[src/rtl/gpio_pkg.sv]
// constants, register map and carrier types of the shared-pin gpio block
// assumes one core clock and a 32-bit classic wishbone register bus
package gpio_pkg;

  // ----------------------------------------------------------------
  // pins and groups
  // ----------------------------------------------------------------
  localparam int PAD_COUNT      = 37;
  localparam int LOGICAL_COUNT  = 41;
  localparam int GROUP_COUNT    = 5;
  localparam int HOST_EN_BIT    = 16;
  localparam int SHARED_C_PAD   = 24;
  localparam int SHARED_E_LO    = 36;
  localparam int SHARED_COUNT   = 4;
  localparam int TIMER_PAD      = 36;
  localparam int TIMER_BIT      = 40;
  localparam logic [15:0] HOST_FREE_MASK = 16'hE600;

  // group order: host port, group c, group d, group e, timer
  localparam int GRP_LO [GROUP_COUNT] = '{0, 16, 28, 30, 40};
  localparam logic [31:0] GRP_MASK [GROUP_COUNT] =
    '{32'h0000FFFF, 32'h00000FFF, 32'h00000003, 32'h000003FF, 32'h00000001};

  // ----------------------------------------------------------------
  // register map: group base in adr[6:4], kind in adr[3:2]
  // ----------------------------------------------------------------
  localparam int ADDR_W = 7;
  localparam logic [6:0] HOST_PORT_CONTROL_REG_OFF        = 7'h00;
  localparam logic [6:0] HOST_PORT_GPIO_DIRECTION_REG_OFF = 7'h04;
  localparam logic [6:0] HOST_PORT_GPIO_DATA_REG_OFF      = 7'h08;
  localparam logic [6:0] GROUP_C_CONTROL_REG_OFF          = 7'h10;
  localparam logic [6:0] GROUP_C_DIRECTION_REG_OFF        = 7'h14;
  localparam logic [6:0] GROUP_C_DATA_REG_OFF             = 7'h18;
  localparam logic [6:0] GROUP_D_CONTROL_REG_OFF          = 7'h20;
  localparam logic [6:0] GROUP_E_CONTROL_REG_OFF          = 7'h30;
  localparam logic [6:0] TIMER_CONTROL_REG_OFF            = 7'h40;
  localparam logic [6:0] TIMER_DIRECTION_REG_OFF          = 7'h44;
  localparam logic [6:0] TIMER_DATA_REG_OFF               = 7'h48;
  localparam logic [1:0] KIND_CTRL = 2'h0;
  localparam logic [1:0] KIND_DIR  = 2'h1;
  localparam logic [1:0] KIND_DATA = 2'h2;
  localparam logic [31:0] UNMAPPED_READ = 32'h00000000;

  // ----------------------------------------------------------------
  // carriers
  // ----------------------------------------------------------------
  typedef struct packed {
    logic        host_en;
    logic [15:0] host_allow;
    logic [24:0] ctrl;
    logic [40:0] dir;
    logic [40:0] data;
  } gpio_regs_type;

  localparam gpio_regs_type REGS_RESET = '0;

  typedef struct packed {
    logic        cyc;
    logic        stb;
    logic        we;
    logic [3:0]  sel;
    logic [6:0]  adr;
    logic [31:0] dat;
  } wb_req_type;

endpackage : gpio_pkg

[src/rtl/shared_pin_gpio_ports.sv]
// shared-pin gpio ports: five groups of pads muxed between peripherals and gpio
// assumes pad inputs synchronous to i_core_clk and a classic wishbone master
//
// Overview of operation
// - 37 pads, each peripheral or gpio
// - every gpio pad shared with a peripheral
// - all pads gpio after reset
// - five groups, each controlled independently
// - host port group: 16 gpio pads
// - group c: 12 pads, first audio port
// - group d: 2 pads, audio transmitter
// - group e: 10 pins, second audio port
// - timer group: one pad, timer signal
// - host port off: all 16 gpio
// - host port on: only five may be gpio
// - host group: control, data, direction registers
// - group c pads individually selectable as gpio
// - group c: control, direction, data registers
// - four e pins share group c pads
module shared_pin_gpio_ports (
  input  wire logic                       i_core_clk,
  input  wire logic                       i_rst,
  input  wire gpio_pkg::wb_req_type       i_wb,
  output logic                            o_wb_ack,
  output logic [31:0]                     o_wb_dat,
  input  wire logic [36:0]                i_pad_in,
  output logic [36:0]                     o_pad_out,
  output logic [36:0]                     o_pad_oe_n,
  input  wire logic [36:0]                i_periph_out,
  input  wire logic [36:0]                i_periph_oe_n,
  input  wire logic [3:0]                 i_second_shared_out,
  input  wire logic [3:0]                 i_second_shared_oe_n,
  output logic [36:0]                     o_periph_in,
  output logic [3:0]                      o_second_shared_in,
  output logic [40:0]                     o_periph_sel
);

  // ----------------------------------------------------------------
  // register state
  // ----------------------------------------------------------------
  gpio_pkg::gpio_regs_type regs_q;
  gpio_pkg::gpio_regs_type regs_d;
  logic                    ack_q;
  logic                    ack_d;
  logic [31:0]             rdat_q;
  logic [31:0]             rdat_d;
  logic [40:0]             periph_sel;
  logic [40:0]             level;
  logic [36:0]             pad_out_d;
  logic [36:0]             pad_oe_n_d;

  // logical pin level seen by gpio reads
  assign level = {o_periph_in[36], o_periph_in[27:24], o_periph_in[35:0]};

  // host pads go to the host port while host_en is set, unless released by software
  assign periph_sel = {regs_q.ctrl,
                       regs_q.host_en ? ~regs_q.host_allow : 16'h0000};

  // ----------------------------------------------------------------
  // bus slave and register next state
  // ----------------------------------------------------------------
  always_comb begin
    logic [31:0] wmask;
    logic [40:0] ctrl_v;
    logic [40:0] fmask;
    logic [40:0] wide;
    logic [40:0] rd_v;
    logic        req;
    wmask  = {{8{i_wb.sel[3]}}, {8{i_wb.sel[2]}}, {8{i_wb.sel[1]}}, {8{i_wb.sel[0]}}};
    ctrl_v = {regs_q.ctrl, 16'h0000};
    fmask  = '0;
    wide   = '0;
    rd_v   = '0;
    regs_d = regs_q;
    req    = i_wb.cyc & i_wb.stb & ~ack_q;
    ack_d  = req;
    rdat_d = gpio_pkg::UNMAPPED_READ;
    if (req && i_wb.adr[1:0] == 2'h0) begin
      for (int g = 0; g < gpio_pkg::GROUP_COUNT; g++) begin
        if (i_wb.adr[6:4] == 3'(g)) begin
          fmask = 41'(gpio_pkg::GRP_MASK[g] & wmask) << gpio_pkg::GRP_LO[g];
          wide  = 41'(i_wb.dat) << gpio_pkg::GRP_LO[g];
          unique case (i_wb.adr[3:2])
            gpio_pkg::KIND_CTRL: begin
              if (g == 0) begin
                rdat_d = {15'h0000, regs_q.host_en, regs_q.host_allow};
                if (i_wb.we && i_wb.sel[2]) begin
                  regs_d.host_en = i_wb.dat[gpio_pkg::HOST_EN_BIT];
                end
                if (i_wb.we) begin
                  regs_d.host_allow = (regs_q.host_allow & ~wmask[15:0])
                    | (i_wb.dat[15:0] & wmask[15:0] & gpio_pkg::HOST_FREE_MASK);
                end
              end else begin
                rd_v   = ctrl_v >> gpio_pkg::GRP_LO[g];
                rdat_d = rd_v[31:0] & gpio_pkg::GRP_MASK[g];
                if (i_wb.we) begin
                  ctrl_v      = (ctrl_v & ~fmask) | (wide & fmask);
                  regs_d.ctrl = ctrl_v[40:16];
                end
              end
            end
            gpio_pkg::KIND_DIR: begin
              rd_v   = regs_q.dir >> gpio_pkg::GRP_LO[g];
              rdat_d = rd_v[31:0] & gpio_pkg::GRP_MASK[g];
              if (i_wb.we) begin
                regs_d.dir = (regs_q.dir & ~fmask) | (wide & fmask);
              end
            end
            gpio_pkg::KIND_DATA: begin
              rd_v   = ((regs_q.data & regs_q.dir) | (level & ~regs_q.dir))
                       >> gpio_pkg::GRP_LO[g];
              rdat_d = rd_v[31:0] & gpio_pkg::GRP_MASK[g];
              if (i_wb.we) begin
                regs_d.data = (regs_q.data & ~fmask) | (wide & fmask);
              end
            end
            default: begin
              rdat_d = gpio_pkg::UNMAPPED_READ;
            end
          endcase
        end
      end
    end
  end

  always_ff @(posedge i_core_clk or posedge i_rst) begin
    if (i_rst) begin
      regs_q <= gpio_pkg::REGS_RESET;
      ack_q  <= 1'b0;
      rdat_q <= '0;
    end else begin
      regs_q <= regs_d;
      ack_q  <= ack_d;
      rdat_q <= rdat_d;
    end
  end

  assign o_wb_ack = ack_q;
  assign o_wb_dat = rdat_q;

  // ----------------------------------------------------------------
  // pad multiplexing
  // ----------------------------------------------------------------
  for (genvar p = 0; p < gpio_pkg::PAD_COUNT; p++) begin : g_pad
    localparam int L = (p == gpio_pkg::TIMER_PAD) ? gpio_pkg::TIMER_BIT : p;
    if (p >= gpio_pkg::SHARED_C_PAD && p < gpio_pkg::SHARED_C_PAD + gpio_pkg::SHARED_COUNT)
    begin : g_shared
      localparam int K = p - gpio_pkg::SHARED_C_PAD;
      localparam int E = gpio_pkg::SHARED_E_LO + K;
      // first port, then second port, then group c gpio, then group e gpio
      assign pad_out_d[p] = periph_sel[L] ? i_periph_out[p]
                          : periph_sel[E] ? i_second_shared_out[K]
                          : regs_q.dir[L] ? regs_q.data[L]
                          : regs_q.data[E];
      assign pad_oe_n_d[p] = periph_sel[L] ? i_periph_oe_n[p]
                           : periph_sel[E] ? i_second_shared_oe_n[K]
                           : ~(regs_q.dir[L] | regs_q.dir[E]);
    end else begin : g_plain
      assign pad_out_d[p]  = periph_sel[L] ? i_periph_out[p] : regs_q.data[L];
      assign pad_oe_n_d[p] = periph_sel[L] ? i_periph_oe_n[p] : ~regs_q.dir[L];
    end
  end

  always_ff @(posedge i_core_clk or posedge i_rst) begin
    if (i_rst) begin
      o_pad_out          <= '0;
      o_pad_oe_n         <= '1;
      o_periph_in        <= '0;
      o_second_shared_in <= '0;
      o_periph_sel       <= '0;
    end else begin
      o_pad_out          <= pad_out_d;
      o_pad_oe_n         <= pad_oe_n_d;
      o_periph_in        <= i_pad_in;
      o_second_shared_in <= i_pad_in[27:24];
      o_periph_sel       <= periph_sel;
    end
  end
endmodule // shared_pin_gpio_ports

[config.mk]
export PLATFORM = sky130hd
export DESIGN_NAME = shared_pin_gpio_ports
export DESIGN_NICKNAME = d
export VERILOG_FILES = /design/src/rtl/gpio_pkg.sv /design/src/rtl/shared_pin_gpio_ports.sv
export SDC_FILE = /design/constraint.sdc
export NUM_CORES = 1
export LEC_CHECK = 0
export BUFFER_PORTS_ARGS = -buffer_cell sky130_fd_sc_hd__buf_2
export CAP_MARGIN = 20
export CORE_ASPECT_RATIO = 0.6
export CORE_MARGIN = 2
export CORE_UTILIZATION = 40
export DETAILED_ROUTE_END_ITERATION = 7
export HOLD_SLACK_MARGIN = 0.15
export PLACE_DENSITY = 0.67
export REMOVE_ABC_BUFFERS = 1
export SETUP_SLACK_MARGIN = 0.3
export SLEW_MARGIN = 10
export SYNTH_ARGS = -nofsm -noshare
export SYNTH_HDL_FRONTEND = slang
export SYNTH_SLANG_ARGS = --single-unit
[constraint.sdc]
create_clock -name i_core_clk -period 20.1 [get_ports i_core_clk]
set_input_delay 2.01 -clock i_core_clk [delete_from_list [all_inputs] [get_ports i_core_clk]]
set_output_delay 2.01 -clock i_core_clk [all_outputs]
set_load 0.02 [all_outputs]
==> impl_metrics.csv, run 1 <==
group,metric,value,unit
status,status,"finished, final reports clean",
place,placed_area,13600,µm²
critical_path,arrival,4.55,ns
synth,ys_types,39,
clock_network,cts_tree,"yes",
critical_path,crit_family,"simple AND/OR/NAND/NOR gates",
floorplan,die_w,224,µm
critical_path,r2r_end,"regs_q[2]",
synth,yosysSeqAreaShare,63.5,%
place,numPortBuffers,324,
power_and_ir_drop,power_per_cell_area,85.1,nW/µm²
critical_path,worstRegToRegCells,4,
clock_network,clock_sinks,294,
place,hpwl,23.8,mm
critical_path,crit_cells,6,
floorplan,fp.dieH,136,µm
finish,finalNetCount,1406,
sta,tightest_slew,1.01,ns
critical_path,r2r_slack,17.59,ns
power_and_ir_drop,swShare,23.5,%
synth,synth_top_cell_by_area,"dfrtp_1",
synth,ys.flop_type,"dfrtp_1",
global_routing,grt_max_degree,98,
synth,ys_ff_latch,294,
synth,synth_area,11700,µm²
power_and_ir_drop,power.internal,0.947,mW
global_routing,grt_pass1_wl,49.9,mm
clock_network,clk_path_buf_depth,3,
synth,yosysTopAreaCellShare,55.2,%
critical_path,critPathMaxFanout,11,
drt,vias,8458,
power_and_ir_drop,p_seq_share,49.5,%
global_routing,grt_overflow_total,0,
critical_path,path_cells,"buf_2 > nor2b_1 > nand2b_1 > nor4_2 > nand2_1 > mux2_2",
power_and_ir_drop,peakVddDrop,0.0485,mV
floorplan,rows,48,
drt,drc_errors,0,
worst_hold_path,holdPathStages,0,
global_routing,grt_pass1_vias,8381,
sta,min_period_over_period,20.5,%
power_and_ir_drop,combinationalPowerShare,7.0,%
critical_path,critical-path-max-stage-delay,0.61,ns
synth,syn_area_per_cell,12.8,µm²
worst_hold_path,hp-class,"flop to flop",
drt,drt_iter0_markers,550,
clock_network,root_buffer,"clkbuf_16",
floorplan,initial_utilization,40.6,%
global_routing,grt_usage,21.5,%
power_and_ir_drop,leakagePower,7.22,nW
drt,routed_wl,33.2,mm
critical_path,path_class,"primary input to flop",
drt,vias_per_cell,5.17,
place,gp_congestion,0.800,
clock_network,cts-resized-gates,0,
sta,hold_viol_final,0,
clock_network,holdBufCountCts,0,
power_and_ir_drop,clkPwrFrac,43.5,%
critical_path,cp-start-kind,"primary input",
critical_path,crit_required,20.53,ns
finish,final_layout_size_suffix_gt1_share,44.0,%
finish,area_growth,24.8,%
clock_network,htreeDepth,1,
sta,maxSlewViolCount,0,
floorplan,fp.coreArea,28700,µm²
sta,clock.fmax,243,MHz
drt,wl_per_cell,20.3,µm
power_and_ir_drop,p_sw,0.291,mW
synth,synth_edf_count,0,
sta,setup_tns,0,ns
finish,fin_area,14600,µm²
drt,drt-pass1-iter-count,4,
clock_network,clk_pin_slew_worst_paths,0.06,ns
critical_path,end_kind,"flop",
critical_path,critPathBufInv,1,
clock_network,clk-insertion-delay-late,0.55,ns
global_routing,antenna_found_initial,5,
sta,setup_violations,0,
critical_path,endpoint,"regs_q[22]",
synth,synth_cells,912,
floorplan,dieArea,30600,µm²
critical_path,cp_slowest_cell,"nor4_2",
sta,rsz0062_at_grt,"no",
drt,drtAntennaViolNets,0,
clock_network,cts_buffers,29,
critical_path,r2r-start,"o_wb_ack",
floorplan,ioPinCount,356,
finish,final_common_cell,"buf_2",
sta,min_period,4.12,ns
critical_path,cp-startpoint,"i_wb[36]",
job,maxCapViolations,0,
synth,synthArstFlopShare,100,%
clock_network,cts_setup_buffers,0,
sta,relSlewSlack,32.6,%
synth,synthTopCellsByArea,"dfrtp_1 (55%), mux2_2 (13%), dfstp_2 (8.3%)",
finish,mostFrequentLayoutCells,"buf_2 (323), dfrtp_1 (257), mux2_2 (131)",
synth,yosysWarnings,0,
sta,finClkSkew,0.00949,ns
[how the worst min path moves through the flow]
stage / start / to / slack (ns)
floorplan: periph_sel[16] / o_periph_sel[16] / 0.43
global placement: periph_sel[18] / o_periph_sel[18] / 0.46
detailed placement: periph_sel[17] / o_periph_sel[17] / 0.46
CTS: periph_sel[17] / o_periph_sel[17] / 0.48
global route: regs_q[76] / o_pad_oe_n[35] / 0.50
finish: periph_sel[17] / o_periph_sel[17] / 0.47
[logic make-up (layout without fill, tap and decap cells)]
logic type | after synthesis | after routing | synth area share [%]
buffers and inverters | 57 | 392 | 2.64
AO/OA/AOI/OAI | 171 | 171 | 8.93
AND/OR/NAND/NOR | 213 | 213 | 8.40
flip-flops | 294 | 294 | 63.5
multiplexers | 176 | 176 | 16.5
other | 1 | 16 | 0.0322
[power by group through the flow]
stage               combinational (mW)  clock (mW)  sequential [mW]
floorplan                       0.0321           0            0.633
detailed placement              0.0884           0            0.623
global placement                0.0871           0            0.623
CTS                             0.0887       0.555            0.613
global route                    0.0967       0.582            0.614
finish                          0.0873       0.538            0.613
[area by class of cell]
| class | instances | area [µm²] |
|---|---|---|
| Fill cell | 2575 | 14200 |
| Clock inverter | 7 | 71.3 |
| Tap cell | 375 | 469 |
| Inverter | 8 | 37.5 |
| Sequential cell | 294 | 7400 |
| Clock buffer | 46 | 880 |
| Antenna cell | 1 | 2.50 |
| Timing Repair Buffer | 331 | 1680 |
| Multi-Input combinational cell | 575 | 4020 |
[per-layer routing]
metal  up-vias  GRT usage, %  part of all wire, %  wire length (µm)
met3        49          5.47                  6.7              2240
met4         8          4.34                  1.9               616
met1      4257          32.3                   48             16000
met5         -             0                 0.15                51
met2       280          31.5                   43             14300
li1       3864             -                    -                 -
[per-stage QoR]
step | instances | setup WS, ns | util [%] | hold WS (ns) | total power [mW]
final | 1637 | 15.98 | 50.7 | 0.474 | 1.24
after global placement | 1583 | 15.52 | 47.4 | 0.455 | 0.710
after floorplan | 877 | 10.03 | - | 0.429 | 0.665
after detailed placement | 1583 | 15.44 | 47.4 | 0.463 | 0.712
after CTS | 1636 | 16.03 | 50.7 | 0.480 | 1.26
after global routing | 1636 | 15.90 | 50.7 | 0.501 | 1.29
[flip-flops by register name, summed over array words and instances, names as in the netlist, named ones only]
name,count
o_pad_out,37
regs_q,94
o_periph_in,34
o_wb_ack,1
o_periph_sel,41
periph_sel,25
o_wb_dat,17
o_pad_oe_n,37
o_second_shared_in,3
[cells in the mapped netlist, types with 11 or more instances]
master,n
dfrtp_1,257
mux2_2,131
nand2_1,78
nor2_1,71
o21ai_0,51
a21oi_1,46
mux2i_1,45
a211oi_1,40
dfstp_2,37
clkbuf_1,21
buf_4,19
nor2b_1,19
and2_1,12
o22a_1,11
[worst register-to-register path, delay by kind of cell (launching register included)]
family | cells | cell delay [ns]
flip-flops | 1 | 0.38
multiplexers | 1 | 0.46
AND/OR/NAND/NOR | 3 | 1.55
Note: power is estimated with default switching activity, not from simulation.
==> inputs of run 2 (changes only) <==
clock period = 4.3 ns   (was 20.1 ns; I/O delays follow)
==> run 2 against run 1 <==
Against the previous run:
- power grew to 4.7 times the previous value
- worst hold slack lost 0.29 ns
- global-route usage grew 1.2 points
- final cell count grew 7.3%
- critical path depth is the same
- sequential share of layout area shrank 3.8 points
- clock-buffer cell count shrank 9
- utilization grew 4.0 points
- setup slack lost 14 ns
- final area grew 8.0%
- wire length grew 6.0%
- highest routed layer unchanged
==> impl_metrics.csv, run 2 (synthesis results as in run 1) <==
group,metric,value,unit
floorplan,ioPinCount,356,
sta,hold_ws,0.187,ns
critical_path,arrival,3.03,ns
clock_network,holdBufCountCts,117,
floorplan,initial_utilization,40.6,%
clock_network,cts-resized-gates,0,
job,maxCapViolations,0,
power_and_ir_drop,clkPwrFrac,42.3,%
power_and_ir_drop,p_seq_share,49.1,%
global_routing,grt_pass1_vias,8913,
sta,min_period_over_period,60.6,%
power_and_ir_drop,swShare,24.2,%
power_and_ir_drop,peakVddDrop,0.226,mV
drt,drt_iter0_markers,631,
sta,maxSlewViolCount,0,
sta,hold_viol_final,0,
critical_path,critical-path-max-stage-delay,0.65,ns
finish,fillCellCount,2410,
power_and_ir_drop,p_sw,1.41,mW
place,dpl.cell_count,1583,
clock_network,cts_tree,"yes",
clock_network,root_buffer,"clkbuf_16",
clock_network,clock_sinks,294,
global_routing,grt_usage,22.8,%
global_routing,grt_pass1_wl,52.8,mm
sta,clock.fmax,384,MHz
drt,vias,8871,
critical_path,cp-start-kind,"primary input",
global_routing,grt_overflow_total,0,
global_routing,grt_max_degree,131,
clock_network,htreeDepth,1,
critical_path,critPathBufInv,1,
clock_network,cts_buffers,29,
floorplan,dieArea,30600,µm²
critical_path,crit_required,4.73,ns
finish,area_growth,34.8,%
critical_path,path_cells,"buf_2 > nor2b_1 > nand2b_1 > nor4_2 > nand2_1 > mux2_2",
place,gp_congestion,0.773,
place,numPortBuffers,324,
drt,routed_wl,35.2,mm
sta,tightest_slew,1.09,ns
clock_network,cts_setup_buffers,0,
sta,min_period,2.61,ns
power_and_ir_drop,leakagePower,7.69,nW
finish,mostFrequentLayoutCells,"buf_2 (323), dfrtp_1 (257), mux2_2 (131)",
drt,drt-pass1-iter-count,5,
clock_network,clk-insertion-delay-late,0.55,ns
status,status,"finished, final reports clean",
finish,largest_reg_flops,94,
drt,drtAntennaViolNets,0,
critical_path,critPathMaxFanout,11,
power_and_ir_drop,combinationalPowerShare,8.6,%
finish,final_common_cell,"buf_2",
sta,finClkSkew,0.0110,ns
place,placed_area,13600,µm²
finish,finalCoreUtilization,54.7,%
finish,final_layout_size_suffix_gt1_share,40.3,%
finish,fin_area,15700,µm²
power_and_ir_drop,power.internal,4.42,mW
finish,finalNetCount,1523,
sta,rsz0062_at_grt,"no",
clock_network,clk_path_buf_depth,3,
finish,reg_top3,"regs_q (94), o_periph_sel (41)",
clock_network,clk_pin_slew_worst_paths,0.06,ns
floorplan,die_w,224,µm
worst_hold_path,hp-class,"primary input to flop",
floorplan,fp.coreArea,28700,µm²
sta,relSlewSlack,27.6,%
drt,wl_per_cell,20.1,µm
place,hpwl,23.9,mm
critical_path,path_class,"primary input to flop",
power_and_ir_drop,power,5.83,mW
critical_path,end_kind,"flop",
drt,vias_per_cell,5.05,
power_and_ir_drop,power_per_cell_area,371,nW/µm²
sta,setup_violations,0,
finish,top_register,"regs_q",
critical_path,crit_family,"simple AND/OR/NAND/NOR gates",
finish,fin_cells,1756,
critical_path,cp_slowest_cell,"nor4_2",
floorplan,rows,48,
drt,drc_errors,0,
global_routing,antenna_found_initial,2,
floorplan,fp.dieH,136,µm
run 2: cell count changes in the layout (fill, tap and decap cells not counted), moves of 4 or more:
cell           delta
clkbuf_8          -8
clkinv_2          +6
clkinvlp_4        +4
dlygate4sd3_1   +117
run 2: per-layer routing:
layer | wire (µm) | track usage (%) | vias to the layer above | share of wire [%]
li1 | - | - | 4101 | -
met1 | 16600 | 33.1 | 4419 | 47
met2 | 15500 | 34.5 | 291 | 44
met3 | 2330 | 5.86 | 56 | 6.6
met4 | 766 | 4.93 | 4 | 2.2
met5 | 27 | 0 | - | 0.077
run 2: path summary, 6_finish.rpt:
| kind | from | endpoint | slack [ns] | cells past startpoint |
|---|---|---|---|---|
| max | i_wb[36] | regs_q[18] | 1.69 | 6 |
| min in group asynchronous | i_rst | o_periph_in[3] | 0.62 | 3 |
| min reg2reg | periph_sel[19] | o_periph_sel[19] | 0.48 | 0 |
| min | i_second_shared_oe_n[1] | o_pad_oe_n[25] | 0.19 | 3 |
| max reg2reg | o_wb_ack | o_wb_dat[8] | 1.75 | 4 |
| max in group asynchronous | i_rst | o_pad_oe_n[4] | 2.63 | 4 |
run 2: power groups by stage:
stage / clock network (mW) / logic, mW / registers, mW
2_1_floorplan: 0 / 0.150 / 2.96
3_3_place_gp: 0 / 0.410 / 2.91
3_5_place_dp: 0 / 0.414 / 2.91
4_1_cts: 2.53 / 0.499 / 2.86
5_1_grt: 2.65 / 0.546 / 2.87
6_report: 2.47 / 0.499 / 2.86
run 2: final cells by class:
| type | count | area (µm²) | share of cell area [%] |
|---|---|---|---|
| well taps | 375 | 469 | 2.99 |
| repair buffers | 448 | 2870 | 18.3 |
| clock inverters | 16 | 144 | 0.916 |
| inverters | 8 | 37.5 | 0.239 |
| multi-input cells | 575 | 4020 | 25.6 |
| clock buffers | 37 | 766 | 4.87 |
| flip-flops and latches | 294 | 7400 | 47.1 |
| diodes | 3 | 7.51 | 0.0478 |
run 2: worst reg2reg max path, delay by kind of cell (launching register included):
family | cells | cell delay, ns
compound gates | 2 | 1.13
simple gates | 2 | 0.94
flops | 1 | 0.38
run 2: stage by stage:
step / setup WS [ns] / TNS [ns]
6_report: 1.69 / 0
5_1_grt: 1.61 / 0
4_1_cts: 1.82 / 0
3_5_place_dp: 1.28 / 0
3_3_place_gp: 1.36 / 0
2_1_floorplan: -4.19 / -1146.04
==> inputs of run 3 (changes only) <==
clock period = 2.7 ns   (was 4.3 ns; I/O delays follow)
==> run 3 against run 2 <==
Against the previous run:
- critical path depth fell by 1
- setup slack got worse by 1.3 ns
- first-iteration DRC count fell by 13%
- die area did not move
- sequential power rose by 59%
- final cell count rose by 2.4%
- critical path type is now flop to flop
- critical endpoint is now regs_q[50]
- highest routed layer unchanged
==> impl_metrics.csv, run 3 (synthesis results as in run 1) <==
group,metric,value,unit
status,status,"finished, final reports clean",
sta,tightest_slew,0.773,ns
finish,top_register,"regs_q",
finish,seq_area,7400,µm²
sta,clock.fmax,428,MHz
sta,relSlewSlack,48.3,%
critical_path,arrival,2.77,ns
power_and_ir_drop,clkPwrFrac,44.0,%
floorplan,fp.dieH,136,µm
place,hpwl,24.7,mm
worst_hold_path,hp-class,"primary input to flop",
clock_network,cts_buffers,28,
floorplan,fp.coreArea,28700,µm²
finish,fillCellCount,2367,
finish,final_layout_size_suffix_gt1_share,41.5,%
global_routing,grt_usage,23.3,%
drt,drc_errors,0,
place,dpl.cell_count,1601,
critical_path,r2r_end,"regs_q[50]",
power_and_ir_drop,p_sw,2.30,mW
drt,drtAntennaViolNets,0,
clock_network,clk-insertion-delay-late,0.56,ns
critical_path,cp-start-kind,"flop",
finish,mostFrequentLayoutCells,"buf_2 (323), dfrtp_1 (257), dlygate4sd3_1 (141)",
drt,drt-pass1-iter-count,4,
critical_path,end_kind,"flop",
global_routing,use_met1,34.0,%
clock_network,htreeDepth,1,
floorplan,initial_utilization,40.6,%
critical_path,path_class,"flop to flop",
sta,maxSlewViolCount,0,
power_and_ir_drop,p_seq_share,47.2,%
global_routing,met3_usage,5.58,%
sta,min_period_over_period,86.5,%
global_routing,grt_pass1_vias,9234,
power_and_ir_drop,power.internal,7.37,mW
finish,largest_reg_flops,94,
critical_path,endpoint,"regs_q[50]",
power_and_ir_drop,combinationalPowerShare,8.8,%
power_and_ir_drop,power,9.67,mW
floorplan,dieArea,30600,µm²
finish,fin_cells,1798,
global_routing,grt_max_degree,99,
clock_network,root_buffer,"clkbuf_16",
sta,hold_ws,0.219,ns
critical_path,path_cells,"nand3b_1 > or4_4 > or3_4 > nand2_1 > o21ai_2",
clock_network,cts_tree,"yes",
critical_path,r2r_slack,0.36,ns
floorplan,ioPinCount,356,
critical_path,r2r-start,"o_wb_ack",
sta,hold_viol_final,0,
power_and_ir_drop,swShare,23.8,%
clock_network,clock_sinks,294,
global_routing,top_usage_layer,"met2",
sta,rsz0062_at_grt,"yes",
power_and_ir_drop,power_per_cell_area,594,nW/µm²
finish,finalNetCount,1567,
sta,finClkSkew,0.0219,ns
power_and_ir_drop,leakagePower,7.97,nW
place,gp_congestion,0.795,
place,numPortBuffers,324,
drt,drt_iter0_markers,546,
critical_path,critPathMaxFanout,16,
sta,fin_ws,0.364,ns
critical_path,crit_required,3.13,ns
place,place_ws,0.0694,ns
global_routing,grt_pass1_wl,54.2,mm
global_routing,antenna_found_initial,2,
power_and_ir_drop,peakVddDrop,0.363,mV
finish,reg_top3,"regs_q (94), o_periph_sel (41)",
finish,area_growth,39.6,%
floorplan,die_w,224,µm
critical_path,worstRegToRegCells,5,
clock_network,clk_pin_slew_worst_paths,0.08,ns
finish,final_common_cell,"buf_2",
critical_path,cp_slowest_cell,"or4_4",
drt,routed_wl,36.1,mm
drt,vias_per_cell,5.01,
sta,min_period,2.34,ns
clock_network,clk_path_buf_depth,3,
drt,wl_per_cell,20.1,µm
finish,multiInputGateArea,4070,µm²
job,maxCapViolations,0,
global_routing,use_met2,35.5,%
sta,setup_violations,0,
drt,vias,9005,
critical_path,critical-path-max-stage-delay,0.69,ns
floorplan,rows,48,
critical_path,cp-startpoint,"o_wb_ack",
global_routing,grt_overflow_total,0,
run 3: what timing repair did:
action                                  CTS  global route
endpoints found under the setup margin   44            61
setup buffers                             0             3
hold endpoints to repair                278             0
hold buffers                            141             0
pin swaps                                 0             2
resized for setup                         6             5
run 3: layout make-up:
type / instances / area share (%)
antenna: 1 / 0.0154
timing repair buffer: 493 / 20.2
tap: 375 / 2.88
inverter: 8 / 0.231
clock inverter: 13 / 0.899
sequential: 294 / 45.5
clock buffer: 39 / 5.24
multi-input combinational: 575 / 25.0
run 3: worst min path at each step:
stage / startpoint / endpoint / slack, ns / cells after the start
2_1_floorplan: i_pad_in[0] / o_periph_in[0] / 0.30 / 0
3_3_place_gp: i_pad_in[31] / o_periph_in[31] / 0.38 / 1
3_5_place_dp: i_pad_in[29] / o_periph_in[29] / 0.38 / 1
4_1_cts: i_wb[33] / o_wb_dat[14] / 0.17 / 3
5_1_grt: i_wb[40] / regs_q[79] / 0.20 / 3
6_report: i_wb[32] / o_wb_dat[14] / 0.22 / 3
run 3: per-stage QoR:
step	area [µm²]	util, %	TNS [ns]
after detailed placement	13800	48.0	0
after floorplan	11400	-	-1569.40
after CTS	16200	56.5	0
final	16300	56.7	0
after global placement	13800	48.0	0
after global routing	16300	56.7	0
run 3: per-layer routing:
metal | up-vias | share of wire [%]
met3 | 44 | 6.7
met2 | 302 | 44
li1 | 4176 | -
met5 | - | 0.075
met4 | 4 | 1.6
met1 | 4479 | 47
run 3: worst max-delay path: cells and delay by family (launching register included):
family	cells	cell delay [ns]
compound gates	1	0.05
simple gates	4	1.76
flops	1	0.38
run 3: power groups by stage:
| stage | sequential, mW | clock (mW) | combinational (mW) |
|---|---|---|---|
| after floorplan | 4.71 | 0 | 0.239 |
| after global placement | 4.64 | 0 | 0.676 |
| after detailed placement | 4.64 | 0 | 0.687 |
| after CTS | 4.56 | 4.32 | 0.850 |
| after global routing | 4.57 | 4.53 | 0.928 |
| final | 4.56 | 4.26 | 0.852 |
